## config.mk

```make
export PLATFORM = sky130hd
export DESIGN_NAME = fsp_flash_self_program
export DESIGN_NICKNAME = d
export VERILOG_FILES = /design/src/hdl/fsp_pkg.sv /design/src/hdl/fsp_core_if.sv /design/src/hdl/fsp_page_buffer.sv /design/src/hdl/fsp_op_timer.sv /design/src/hdl/fsp_flash_self_program.sv
export VERILOG_INCLUDE_DIRS = /design/src /design/src/hdl
export SDC_FILE = /design/constraint.sdc
export NUM_CORES = 1
export LEC_CHECK = 0
export BUFFER_PORTS_ARGS = -buffer_cell sky130_fd_sc_hd__buf_4
export CORE_MARGIN = 5
export CORE_UTILIZATION = 50
export CTS_CLUSTER_SIZE = 10
export DETAILED_ROUTE_END_ITERATION = 8
export GPL_TIMING_DRIVEN = 0
export PLACE_DENSITY = 0.7
export SYNTH_ARGS = -nofsm -noshare
export SYNTH_HDL_FRONTEND = slang
export SYNTH_SLANG_ARGS = --single-unit
```

## constraint.sdc

```tcl
create_clock -name i_core_clk -period 7.8 [get_ports i_core_clk]
set_input_delay 1.17 -clock i_core_clk [delete_from_list [all_inputs] [get_ports i_core_clk]]
set_output_delay 1.17 -clock i_core_clk [all_outputs]
set_load 0.005 [all_outputs]
```

## src/hdl/fsp_flash_regs.svh

```systemverilog
// register offsets, field positions, command codes and timing counts
`ifndef FSP_FLASH_REGS_SVH
`define FSP_FLASH_REGS_SVH

// register addresses in the core's access space
`define FSP_OFS_PTR_LOW 6'h1E
`define FSP_OFS_PTR_HIGH 6'h1F
`define FSP_OFS_CTRL 6'h37
`define FSP_CTRL_RESET 4'h0

// control field positions
`define FSP_BIT_ENABLE 0
`define FSP_BIT_ERASE 1
`define FSP_BIT_WRITE 2
`define FSP_BIT_LOCKSET 3

// legal command codes of the control low nibble
`define FSP_CMD_FILL 4'h1
`define FSP_CMD_ERASE 4'h3
`define FSP_CMD_WRITE 4'h5
`define FSP_CMD_LOCK 4'h9

// enable windows in cycles after the control write
`define FSP_WINDOW_STORE 3'h4
`define FSP_WINDOW_LOAD 3'h3

// memory map in words and pages
`define FSP_BOOT_START 13'h1E00
`define FSP_APP_VECTOR 13'h0000
`define FSP_PAGE_WORDS 7'h40
`define FSP_LOCK_READ_PTR 14'h0001
`define FSP_FUSE_READ_PTR 14'h0000

// lock field positions: boot pair, application pair, general pair
`define FSP_LK_BOOT_READ 5
`define FSP_LK_BOOT_WRITE 4
`define FSP_LK_APP_READ 3
`define FSP_LK_APP_WRITE 2
`define FSP_LK_RW 0
`define FSP_FUSE_BOOTVEC 0
`define FSP_LOCK_ERASED 6'h3F

// self-timed operation lengths
`define FSP_CLK_PERIOD_NS 20
`define FSP_ERASE_TIME_NS 20000
`define FSP_WRITE_TIME_NS 20000
`define FSP_LOCK_TIME_NS 20
`define FSP_ERASE_CYCLES ((`FSP_ERASE_TIME_NS + `FSP_CLK_PERIOD_NS - 1) / `FSP_CLK_PERIOD_NS)
`define FSP_WRITE_CYCLES ((`FSP_WRITE_TIME_NS + `FSP_CLK_PERIOD_NS - 1) / `FSP_CLK_PERIOD_NS)
`define FSP_LOCK_CYCLES ((`FSP_LOCK_TIME_NS + `FSP_CLK_PERIOD_NS - 1) / `FSP_CLK_PERIOD_NS)

`endif

```

## src/hdl/fsp_pkg.sv

```systemverilog
// types shared by the flash self-programming modules
`default_nettype none
package fsp_pkg;
    // operation in flight while the core is halted
    typedef enum logic [1:0] {
        FSP_OP_IDLE = 2'b00,
        FSP_OP_ERASE = 2'b01,
        FSP_OP_WRITE = 2'b10,
        FSP_OP_LOCK = 2'b11
    } fsp_op_e;
    typedef logic [10:0] fsp_count_t;
    typedef logic [5:0] fsp_word_idx_t;
endpackage : fsp_pkg
`default_nettype wire

```

## src/hdl/fsp_core_if.sv

```systemverilog
// internal carrier between controller, page buffer and operation timer
`default_nettype none
interface fsp_core_if;
    import fsp_pkg::*;
    logic buf_we;
    fsp_word_idx_t buf_widx;
    logic [15:0] buf_wdata;
    fsp_word_idx_t buf_ridx;
    logic [15:0] buf_rdata;
    logic tmr_start;
    fsp_count_t tmr_len;
    logic tmr_busy;
    logic tmr_done;
    fsp_count_t tmr_count;
    modport ctrl (output buf_we, buf_widx, buf_wdata, buf_ridx, tmr_start, tmr_len,
                  input buf_rdata, tmr_busy, tmr_done, tmr_count);
    modport pbuf (input buf_we, buf_widx, buf_wdata, buf_ridx, output buf_rdata);
    modport tmr (input tmr_start, tmr_len, output tmr_busy, tmr_done, tmr_count);
endinterface : fsp_core_if
`default_nettype wire

```

## src/hdl/fsp_page_buffer.sv

```systemverilog
// temporary page buffer of 64 words, random-order fill
`default_nettype none
module fsp_page_buffer
    import fsp_pkg::*;
(
    // clock
    input wire logic i_core_clk,
    // carrier
    fsp_core_if.pbuf bus
);
    logic [15:0] mem [64];

    // no reset on the array: contents are only meaningful after a fill
    always_ff @(posedge i_core_clk) begin
        if (bus.buf_we) begin
            mem[bus.buf_widx] <= bus.buf_wdata;
        end
    end

    // asynchronous read; the controller registers it toward the array
    assign bus.buf_rdata = mem[bus.buf_ridx];
endmodule : fsp_page_buffer
`default_nettype wire

```

## src/hdl/fsp_op_timer.sv

```systemverilog
// self-timing counter for erase, write and lock-set operations
`default_nettype none
module fsp_op_timer
    import fsp_pkg::*;
(
    // clock and reset
    input wire logic i_core_clk,
    input wire logic i_nrst,
    // carrier
    fsp_core_if.tmr bus
);
    logic busy;
    logic done;
    fsp_count_t count;
    fsp_count_t len;
    logic next_busy;
    logic next_done;
    fsp_count_t next_count;
    fsp_count_t next_len;

    // count from start until length reached, then a one-cycle done
    always_comb begin
        next_busy = busy;
        next_done = 1'b0;
        next_count = count;
        next_len = len;
        if (bus.tmr_start && !busy) begin
            next_busy = 1'b1;
            next_count = '0;
            next_len = bus.tmr_len;
        end else if (busy) begin
            if (count >= 11'(len - 11'h001)) begin
                next_busy = 1'b0;
                next_done = 1'b1;
            end else begin
                next_count = 11'(count + 11'h001);
            end
        end
    end

    always_ff @(posedge i_core_clk or negedge i_nrst) begin
        if (!i_nrst) begin
            busy <= 1'b0;
            done <= 1'b0;
            count <= '0;
            len <= '0;
        end else begin
            busy <= next_busy;
            done <= next_done;
            count <= next_count;
            len <= next_len;
        end
    end

    assign bus.tmr_busy = busy;
    assign bus.tmr_done = done;
    assign bus.tmr_count = count;
endmodule : fsp_op_timer
`default_nettype wire

```

## src/hdl/fsp_flash_self_program.sv

```systemverilog
// flash self-programming controller: control register, pointer, locks and fuses
`include "fsp_flash_regs.svh"
`default_nettype none
// Contract
// reset vector is 0x1E00 with boot vector fuse at 0, else 0x0000
// the core has no path that alters any fuse
// with read/write lock programmed, boot vector fuse changes only after chip erase
// boot code may store to and load from the whole flash, boot section included
// general lock bits never gate self-programming stores or loads
// flash changes a whole page of 64 words: erase, buffer fill, write
// core is stalled through erase and write, then enable clears
// code 1001 plus store programs boot locks where data low bits 5..2 are zero
// code 0011 plus store erases page at pointer bits 13..7
// code 0001 plus store fills buffer word at pointer bits 6..1
// code 0101 plus store writes buffer into page at pointer bits 13..7
// after page write the pointer addresses the first word of the next page
// pointer bits 15..14 ignored; bit 0 ignored by stores
// lock set ignores pointer and data high register
// enable opens a four-cycle store window, clears on use or expiry
// command bits clear on completion or after four idle cycles
// illegal codes and writes while a command is set are ignored
// busy eeprom write blocks control writes, stores and readback
// pointer 0001 with lock command: load within three cycles returns lock bits
// pointer 0000 with lock command: load within three cycles returns fuse bits
// programmed fuse and lock bits read back as zero
// lock bits only get programmed; only chip erase returns them to one
// stores take effect only when executed from the boot section
// boot lock pairs restrict stores and cross-section loads per section
// erase and write are self-timed; core resumes when the operation ends
module fsp_flash_self_program
    import fsp_pkg::*;
(
    // clock and reset
    input wire logic i_core_clk,
    input wire logic i_nrst,
    // register access from the core
    input wire logic [5:0] i_io_addr,
    input wire logic i_io_wr,
    input wire logic i_io_rd,
    input wire logic [7:0] i_io_wdata,
    output logic [7:0] o_io_rdata,
    // instruction strobes and operands from the core
    input wire logic i_store_instr,
    input wire logic i_load_instr,
    input wire logic [12:0] i_pc,
    input wire logic [7:0] i_data_low,
    input wire logic [7:0] i_data_high,
    input wire logic i_eeprom_busy,
    output logic o_stall,
    output logic o_load_valid,
    output logic [7:0] o_load_data,
    output logic o_load_deny,
    output logic [12:0] o_reset_vector,
    // flash array side
    output logic o_flash_erase,
    output logic [6:0] o_flash_page,
    output logic o_flash_prog_valid,
    output logic [12:0] o_flash_prog_addr,
    output logic [15:0] o_flash_prog_data,
    // nonvolatile state and external programming pins
    input wire logic [5:0] i_lock_init,
    input wire logic [5:0] i_fuse_init,
    input wire logic i_chip_erase,
    input wire logic i_ext_fuse_wr,
    input wire logic [5:0] i_ext_fuse_val
);
    fsp_core_if core_bus();

    fsp_page_buffer u_buf (
        .i_core_clk(i_core_clk),
        .bus(core_bus.pbuf)
    );

    fsp_op_timer u_tmr (
        .i_core_clk(i_core_clk),
        .i_nrst(i_nrst),
        .bus(core_bus.tmr)
    );

    ////////////////////////////////////////////////////////////////////////////////
    // decoding helpers

    function automatic logic in_boot(input logic [12:0] word_addr);
        in_boot = (word_addr >= `FSP_BOOT_START);
    endfunction : in_boot

    function automatic logic is_legal(input logic [3:0] code);
        is_legal = (code == `FSP_CMD_FILL) || (code == `FSP_CMD_ERASE) ||
                   (code == `FSP_CMD_WRITE) || (code == `FSP_CMD_LOCK);
    endfunction : is_legal

    // only the boot pairs count; general lock bits are deliberately not consulted
    function automatic logic write_ok(input logic [6:0] page, input logic [5:0] lk);
        write_ok = in_boot({page, 6'h00}) ? lk[`FSP_LK_BOOT_WRITE] : lk[`FSP_LK_APP_WRITE];
    endfunction : write_ok

    function automatic logic read_ok(input logic [12:0] pc, input logic [12:0] target,
                                     input logic [5:0] lk);
        logic from_boot;
        logic to_boot;
        from_boot = in_boot(pc);
        to_boot = in_boot(target);
        if (from_boot && !to_boot) begin
            read_ok = lk[`FSP_LK_APP_READ];
        end else if (!from_boot && to_boot) begin
            read_ok = lk[`FSP_LK_BOOT_READ];
        end else begin
            read_ok = 1'b1;
        end
    endfunction : read_ok

    ////////////////////////////////////////////////////////////////////////////////
    // pin synchronisers for the external programming side

    logic [13:0] pin_meta;
    logic [13:0] pin_sync;
    logic [5:0] lock_init_s;
    logic [5:0] fuse_init_s;
    logic erase_s;
    logic fuse_wr_s;
    logic [5:0] fuse_val_s;
    logic [5:0] init_meta;
    logic [5:0] init_sync;

    always_ff @(posedge i_core_clk or negedge i_nrst) begin
        if (!i_nrst) begin
            pin_meta <= '0;
            pin_sync <= '0;
            init_meta <= 6'h3F;
            init_sync <= 6'h3F;
        end else begin
            pin_meta <= {i_chip_erase, i_ext_fuse_wr, i_ext_fuse_val, i_lock_init};
            pin_sync <= pin_meta;
            init_meta <= i_fuse_init;
            init_sync <= init_meta;
        end
    end

    assign {erase_s, fuse_wr_s, fuse_val_s, lock_init_s} = pin_sync;
    assign fuse_init_s = init_sync;

    ////////////////////////////////////////////////////////////////////////////////
    // controller state

    fsp_op_e op;
    logic [3:0] cmd;
    logic [2:0] age;
    logic [15:0] ptr;
    logic [5:0] locks;
    logic [5:0] fuses;
    logic [1:0] loaded;
    fsp_op_e next_op;
    logic [3:0] next_cmd;
    logic [2:0] next_age;
    logic [15:0] next_ptr;
    logic [5:0] next_locks;
    logic [5:0] next_fuses;
    logic [1:0] next_loaded;
    logic next_stall;
    logic next_load_valid;
    logic [7:0] next_load_data;
    logic next_load_deny;
    logic [7:0] next_rdata;
    logic next_flash_erase;
    logic [6:0] next_flash_page;
    logic next_prog_valid;
    logic buf_we;
    logic tmr_start;
    fsp_count_t tmr_len;
    logic readback;
    logic store_ok;

    // next-state logic of the whole controller
    always_comb begin
        next_op = op;
        next_cmd = cmd;
        next_age = age;
        next_ptr = ptr;
        next_locks = locks;
        next_fuses = fuses;
        next_loaded = loaded;
        next_stall = o_stall;
        next_load_valid = 1'b0;
        next_load_data = o_load_data;
        next_load_deny = 1'b0;
        next_rdata = 8'h00;
        next_flash_erase = 1'b0;
        next_flash_page = o_flash_page;
        buf_we = 1'b0;
        tmr_start = 1'b0;
        tmr_len = '0;
        readback = 1'b0;
        // nonvolatile values settle through the synchroniser before capture
        if (loaded != 2'h3) begin
            next_loaded = 2'(loaded + 2'h1);
            next_locks = lock_init_s;
            next_fuses = fuse_init_s;
        end else begin
            if (erase_s) begin
                next_locks = `FSP_LOCK_ERASED;
            end
            // the core has no write path here; only the external pins reach fuses
            if (fuse_wr_s && (locks[`FSP_LK_RW] || erase_s)) begin
                next_fuses = fuse_val_s;
            end
        end
        // register reads
        if (i_io_rd) begin
            case (i_io_addr)
                `FSP_OFS_PTR_LOW: next_rdata = ptr[7:0];
                `FSP_OFS_PTR_HIGH: next_rdata = ptr[15:8];
                `FSP_OFS_CTRL: next_rdata = {4'h0, cmd};
                default: next_rdata = 8'h00;
            endcase
        end
        // register writes; control accepts only a legal code onto a clear register
        if (i_io_wr) begin
            case (i_io_addr)
                `FSP_OFS_PTR_LOW: next_ptr[7:0] = i_io_wdata;
                `FSP_OFS_PTR_HIGH: next_ptr[15:8] = i_io_wdata;
                `FSP_OFS_CTRL: begin
                    if (cmd == `FSP_CTRL_RESET && !i_eeprom_busy && is_legal(i_io_wdata[3:0])) begin
                        next_cmd = i_io_wdata[3:0];
                        next_age = 3'h1;
                    end
                end
                default: begin
                end
            endcase
        end
        // the window expires on the fourth cycle unless a store claims it
        if (cmd != `FSP_CTRL_RESET && op == FSP_OP_IDLE) begin
            if (age >= `FSP_WINDOW_STORE) begin
                next_cmd = `FSP_CTRL_RESET;
            end else begin
                next_age = 3'(age + 3'h1);
            end
        end
        // fuse and lock readback inside the shorter load window
        if (i_load_instr && cmd == `FSP_CMD_LOCK && age <= `FSP_WINDOW_LOAD &&
            op == FSP_OP_IDLE && !i_eeprom_busy) begin
            if (ptr[13:0] == `FSP_LOCK_READ_PTR) begin
                readback = 1'b1;
                next_load_data = {2'b11, locks};
            end else if (ptr[13:0] == `FSP_FUSE_READ_PTR) begin
                readback = 1'b1;
                next_load_data = {2'b11, fuses};
            end
            if (readback) begin
                next_load_valid = 1'b1;
                next_cmd = `FSP_CTRL_RESET;
            end
        end
        // ordinary loads: only the boot pairs decide, ptr[0] is the byte select
        if (i_load_instr && !readback) begin
            next_load_deny = !read_ok(i_pc, ptr[13:1], locks);
        end
        // stores are honoured only from boot code and with eeprom idle
        if (store_ok) begin
            case (cmd)
                `FSP_CMD_FILL: begin
                    buf_we = 1'b1;
                    next_cmd = `FSP_CTRL_RESET;
                end
                `FSP_CMD_ERASE: begin
                    if (write_ok(ptr[13:7], locks)) begin
                        next_cmd = cmd;
                        next_op = FSP_OP_ERASE;
                        next_stall = 1'b1;
                        next_flash_erase = 1'b1;
                        next_flash_page = ptr[13:7];
                        tmr_start = 1'b1;
                        tmr_len = 11'(`FSP_ERASE_CYCLES);
                    end else begin
                        next_cmd = `FSP_CTRL_RESET;
                    end
                end
                `FSP_CMD_WRITE: begin
                    if (write_ok(ptr[13:7], locks)) begin
                        next_cmd = cmd;
                        next_op = FSP_OP_WRITE;
                        next_stall = 1'b1;
                        next_flash_page = ptr[13:7];
                        tmr_start = 1'b1;
                        tmr_len = 11'(`FSP_WRITE_CYCLES);
                    end else begin
                        next_cmd = `FSP_CTRL_RESET;
                    end
                end
                `FSP_CMD_LOCK: begin
                    // pointer and high data are not looked at
                    next_locks[5:2] = next_locks[5:2] & i_data_low[5:2];
                    next_cmd = cmd;
                    next_op = FSP_OP_LOCK;
                    next_stall = 1'b1;
                    tmr_start = 1'b1;
                    tmr_len = 11'(`FSP_LOCK_CYCLES);
                end
                default: begin
                end
            endcase
        end
        // completion releases the core and clears the command
        if (core_bus.tmr_done) begin
            next_op = FSP_OP_IDLE;
            next_cmd = `FSP_CTRL_RESET;
            next_stall = 1'b0;
            if (op == FSP_OP_WRITE) begin
                next_ptr[13:0] = {7'(o_flash_page + 7'h01), 7'h00};
            end
        end
        // the whole page streams out during the first 64 timer cycles
        next_prog_valid = core_bus.tmr_busy && op == FSP_OP_WRITE &&
                          core_bus.tmr_count < 11'(`FSP_PAGE_WORDS);
    end

    // boot code reaches any page, application code never stores
    assign store_ok = i_store_instr && cmd != `FSP_CTRL_RESET && op == FSP_OP_IDLE &&
                      in_boot(i_pc) && !i_eeprom_busy;

    assign core_bus.buf_we = buf_we;
    assign core_bus.buf_widx = ptr[6:1];
    assign core_bus.buf_wdata = {i_data_high, i_data_low};
    assign core_bus.buf_ridx = core_bus.tmr_count[5:0];
    assign core_bus.tmr_start = tmr_start;
    assign core_bus.tmr_len = tmr_len;

    // register stage of the controller
    always_ff @(posedge i_core_clk or negedge i_nrst) begin
        if (!i_nrst) begin
            op <= FSP_OP_IDLE;
            cmd <= `FSP_CTRL_RESET;
            age <= 3'h0;
            ptr <= 16'h0000;
            locks <= `FSP_LOCK_ERASED;
            fuses <= 6'h3F;
            loaded <= 2'h0;
            o_stall <= 1'b0;
            o_load_valid <= 1'b0;
            o_load_data <= 8'h00;
            o_load_deny <= 1'b0;
            o_io_rdata <= 8'h00;
            o_flash_erase <= 1'b0;
            o_flash_page <= 7'h00;
            o_flash_prog_valid <= 1'b0;
            o_flash_prog_addr <= 13'h0000;
            o_flash_prog_data <= 16'h0000;
            o_reset_vector <= `FSP_APP_VECTOR;
        end else begin
            op <= next_op;
            cmd <= next_cmd;
            age <= next_age;
            ptr <= next_ptr;
            locks <= next_locks;
            fuses <= next_fuses;
            loaded <= next_loaded;
            o_stall <= next_stall;
            o_load_valid <= next_load_valid;
            o_load_data <= next_load_data;
            o_load_deny <= next_load_deny;
            o_io_rdata <= next_rdata;
            o_flash_erase <= next_flash_erase;
            o_flash_page <= next_flash_page;
            o_flash_prog_valid <= next_prog_valid;
            o_flash_prog_addr <= {o_flash_page, core_bus.tmr_count[5:0]};
            o_flash_prog_data <= core_bus.buf_rdata;
            o_reset_vector <= fuses[`FSP_FUSE_BOOTVEC] ? `FSP_APP_VECTOR : `FSP_BOOT_START;
        end
    end
endmodule : fsp_flash_self_program
`default_nettype wire

```

Yosys cells after proc, flatten, opt, wreduce, memory -nomap -nowiden
Memories as Yosys holds them, arrays and structs flattened. A register that Yosys moved wholly into a read port is not among the register bits.
Index checks and enable logic that the tools add are counted.

word-level totals
  bits in registers = 157
  bits in latches = 0
  bits in writable memories = 1024
  bits in read-only memories = 0
  input port bits = 70
  output and inout port bits = 70
  logic and storage cells = 182
  memories kept = 1

memories
  name       depth  bits a word  read ports  clocked after Yosys merged registers in  wr ports  RTL line               source
  u_buf.mem  64     16           1           1                                        1         fsp_page_buffer.sv:11  logic [15:0] mem [64];

operators by class
  add/sub/neg operators = 5
  $mul = 0
  div/mod/pow operators = 0
  order comparisons = 7
  equal/unequal tests = 20
  shift operators = 0
  muxes and demuxes = 73
  bitwise logic cells = 1
  reduce and logical (&&, ||, !) cells = 48

operators by type and width
  cell                   number
  $mux 4                 12
  $mux 14                3
  $ge 13x13->1 const B   3
  $mux 11                3
  $mux 8                 4
  $mux 6                 5
  $mux 1                 28
  $pmux 8 s3             1
  $mux 10                2
  $pmux 10 s2            1
  $logic_and 1x1->1      18
  $mux 3                 5
  $eq 14x1->1 const B    1
  $logic_not 14->1       1
  $mux 13                1
  $eq 6x5->1 const B     2
  $pmux 4 s3             1
  $add 11x1->11 const B  1
  $ge 11x11->1           1
  $lt 11x7->1 const B    1
  $sub 11x1->11 const B  1
  $reduce_bool 2->1      5
  $ne 3x2->1 const B     3
  $eq 4x1->1 const B     2
  other kinds (28)       49

Logic depth before layout (Yosys ltp)
  word-level depth = 15
  gate-level depth with buffers = 12

Cells and area by module
A second synthesis with hierarchy kept.

unflattened totals
  cells, all modules = 2403
  area, all modules = 46448.3 um^2

by module, submodules not included
  module                  instances  cells each  area each (um^2)  sequential area each (um^2)
  fsp_page_buffer         1          1813        39721.8           30749.5
  fsp_flash_self_program  1          401         5093.6            3433.3
  fsp_op_timer            1          189         1632.8            600.6

Least setup slack after synthesis
No wires, ideal clock.

  kind = in2reg
  from = in i_pc[12]
  to = mem u_buf.mem[31][0], enable pin
  data arrival time = 3015 ps
  data required time = 7411 ps
  setup slack = 4397 ps
  cell stages on the path = 5
  path buffers = 0
  cell sequence = and4_1 -> nand4_2 -> nor4_1 -> nand3_1 -> nor2_1

between the ends
  word-level cells in the longest chain between the ends = 6

RTL lines
  what                             RTL line                       source
  start, declared                  fsp_flash_self_program.sv:45   input wire logic [12:0] i_pc,
  $ge 13x13->1 (no source line)    -
  $logic_and 1x1->1 (2 in series)  fsp_flash_self_program.sv:318  assign store_ok = i_store_instr && cmd != `FSP_CTRL_RESET && op == FSP_OP_IDLE &&
  $mux 1                           fsp_flash_self_program.sv:259  if (store_ok) begin
  $mux 1                           fsp_page_buffer.sv:15          if (bus.buf_we) begin
  $mux 1 (implied by the code)     fsp_page_buffer.sv:16          mem[bus.buf_widx] <= bus.buf_wdata;
  end, declared                    fsp_page_buffer.sv:11

Every way passes these cells.

==> results.py <==
metrics = {
    "outcome": {
        "outcome": "finished, final reports clean",
    },
    "timing": {
        "fmax_ghz": 0.213,
        "slew_viol_final": 0,
        "period_needed_ps": 4690,
        "fin_crit_sh": 0.601,
        "hold_violations": 0,
        "slew_headroom": 0.0960,
        "worst_slew_pin_slew_ps": 1350,
        "hold_slack_ps": 343,
        "rsz0062_at_grt": "false",
        "setup_viol": 0,
        "tns_ps": 0,
        "fin_skew_ps": 29.9,
    },
    "routing": {
        "drc": 0,
        "ant_nets": 0,
        "wl_per_cell_um": 30.7,
        "wl_um": 120000,
        "dr.pass1.iters": 6,
        "avgViaCountPerCell": 6.35,
        "dr.first_iter.drc_count": 3502,
        "via_count": 24900,
    },
    "grt": {
        "grt_pass1_vias": 25100,
        "grt_usage": 0.245,
        "grt_max_degree": 82,
        "overflow": 0,
        "grt_pass1_wl_um": 173000,
        "antenna_found_initial": 6,
    },
    "clock_network": {
        "cts_root_buf": "clkbuf_16",
        "cts_buffer_depth": 3,
        "cts_setup_buffers": 0,
        "numCtsBuffers": 136,
        "h-tree-depth": 4,
        "cts-resized-gates": 0,
        "holdBufCountCts": 0,
        "clk-insertion-delay-late_ps": 730,
        "cts_tree": "yes",
        "clk_pin_slew_ps": 60,
        "cts.sinks": 1175,
    },
    "critical_path": {
        "r2r_slack_ps": 3110,
        "regToRegEndpoint": "o_flash_prog_data[10]",
        "arrival_ps": 5160,
        "endpoint": "o_flash_prog_data[10]",
        "crit_type": "reg2reg",
        "end_kind": "register",
        "crit_top_cell": "buf_2",
        "critPathMaxStageDelay_ps": 1100,
        "critical_path_required_ps": 8270,
        "reg2reg_from": "u_tmr.bus.tmr_count[1]",
        "critPathSlowestCell": "a211oi_1",
        "r2r_cells": 8,
        "cp-start-kind": "register",
        "crit_fanout": 10,
        "crit_chain": "buf_2 > buf_4 > clkbuf_1 > buf_2 > mux2i_1 > nor2_1 > a211oi_1 > o32ai_1",
        "cp-startpoint": "u_tmr.bus.tmr_count[1]",
    },
    "floorplanning": {
        "rows": 110,
        "core_area_sq_um": 90300,
        "io_pins": 140,
        "die_h_um": 312,
        "die_w_um": 312,
        "initial_core_util": 0.506,
        "die-area_sq_um": 97500,
    },
    "placed_design": {
        "numPortBuffers": 121,
        "dpl.hpwl_um": 77900,
        "numPlacedInstances": 3729,
        "place_congestion": 0.953,
    },
    "cells_and_area": {
        "final_common_cell": "edfxtp_1",
        "finish.net_count": 2780,
        "drive_gt1_frac": 0.263,
        "layout_common_cells": "edfxtp_1, mux2i_1, mux4_2",
        "fill_cells": 6375,
        "post-route-util": 0.588,
        "syn_to_final_growth_pct": 16.1,
        "finalNonFillerCells": 3919,
    },
    "logic_synthesis": {
        "yosysSeqAreaShare": 0.757,
        "ys_ff_latch": 1175,
        "ys.flop_type": "edfxtp_1",
        "synth_cell_types": 62,
        "syn_avg_cell_area_sq_um": 19.3,
        "synthCells": 2362,
        "async_reset_ff_frac": 0.129,
        "synth_area_sq_um": 45700,
        "synth_edf_count": 1024,
        "synth_warnings": 0,
    },
    "power_and_ir_drop": {
        "p_per_area_nw_per_um2": 239,
        "ir_drop_uv": 264,
        "leakagePower_uw": 0.0191,
        "power_uw": 12700,
    },
    "run": {
        "cap_viol_max_count": 0,
    },
    "min_path": {
        "hold_class": "reg2reg",
    },
}
==> worst min path at each step <==
stage	startpoint	endpoint	slack (ps)	cells after the start
global placement	pin_meta[3]	pin_sync[3]	340	0
finish	pin_meta[13]	pin_sync[13]	340	0
global route	pin_meta[13]	pin_sync[13]	350	0
CTS	pin_meta[13]	pin_sync[13]	350	0
detailed placement	pin_meta[13]	pin_sync[13]	330	0
floorplan	pin_meta[0]	pin_sync[0]	330	0
==> per-stage QoR <==
step	setup WS [ps]	area (sq um)
after floorplan	4400	45700
after global placement	2410	48100
after detailed placement	2840	49200
after CTS	3530	53000
after global routing	3280	53000
final	3110	53000
==> state kept, by name, indices dropped and copies added, names as in the netlist, 2 cells and up <==
| name | flops |
|---|---|
| loaded | 2 |
| pin_sync | 14 |
| init_meta | 6 |
| fuses | 6 |
| pin_meta | 14 |
| o_io_rdata | 8 |
| o_flash_prog_addr | 13 |
| o_flash_prog_data | 16 |
| fuse_init_s | 6 |
| ptr | 16 |
| u_tmr.len | 2 |
| age | 3 |
| locks | 6 |
| op | 2 |
| o_flash_page | 7 |
| cmd | 4 |
| o_load_data | 7 |
| u_tmr.bus.tmr_count | 11 |
| u_buf.mem | 1024 |
==> Yosys cell counts, types with 14 or more instances <==
cell      number  area (sq um)
a311oi_1      14           123
buf_2         30           150
a22o_1        18           158
a21oi_1       49           245
nor3_1        15          75.1
o21ai_0       28           140
dfstp_2       24           631
nor2_1       134           503
clkbuf_1      56           210
mux2_2        20           225
nand3_1       26           130
dfrtp_1      127          3180
edfxtp_1    1024         30700
ha_1          19           238
mux2i_1      223          2230
nand2_1       68           255
mux4_2       188          4230
buf_4         34           255
a22oi_1       54           405
==> power breakdown <==
group	total [uW]	switching, uW	internal [uW]
Sequential	6900	21.1	6870
Combinational	228	174	53.7
Clock	5580	2370	3210
Total	12700	2560	10100
==> logic make-up after synthesis <==
family	share of synthesized area
flops	0.757
mux	0.146
simple gates	0.0334
compound gates	0.0387
buf+inv	0.0180
fa+ha+maj	0.00542
xor+xnor	0.00134
other cells	0.0000821
==> metal layers <==
layer	global-route usage	wire (um)	up-vias	share of wire
met5	0	17	-	0.00014
met4	0.0976	5170	4	0.043
met3	0.0718	14400	312	0.12
met2	0.378	56200	1635	0.47
met1	0.334	44700	12800	0.37
li1	-	-	10200	-
==> area by class of cell <==
class,count,area [sq um],area share
Antenna cell,4,10.0,0.000189
Timing Repair Buffer,183,1910,0.0359
Multi-Input combinational cell,1040,10500,0.198
Tap cell,1176,1470,0.0277
Inverter,14,52.6,0.000991
Buffer,141,771,0.0145
Clock inverter,14,216,0.00408
Sequential cell,1175,34600,0.651
Clock buffer,172,3580,0.0675
==> critical path, delay by kind of cell (launching register included) <==
family | cells | cell delay, ps
flops | 1 | 440
buf+inv | 4 | 2080
mux | 1 | 310
simple gates | 1 | 80
compound gates | 2 | 1490
No activity file was read; power rests on OpenSTA's default activity.
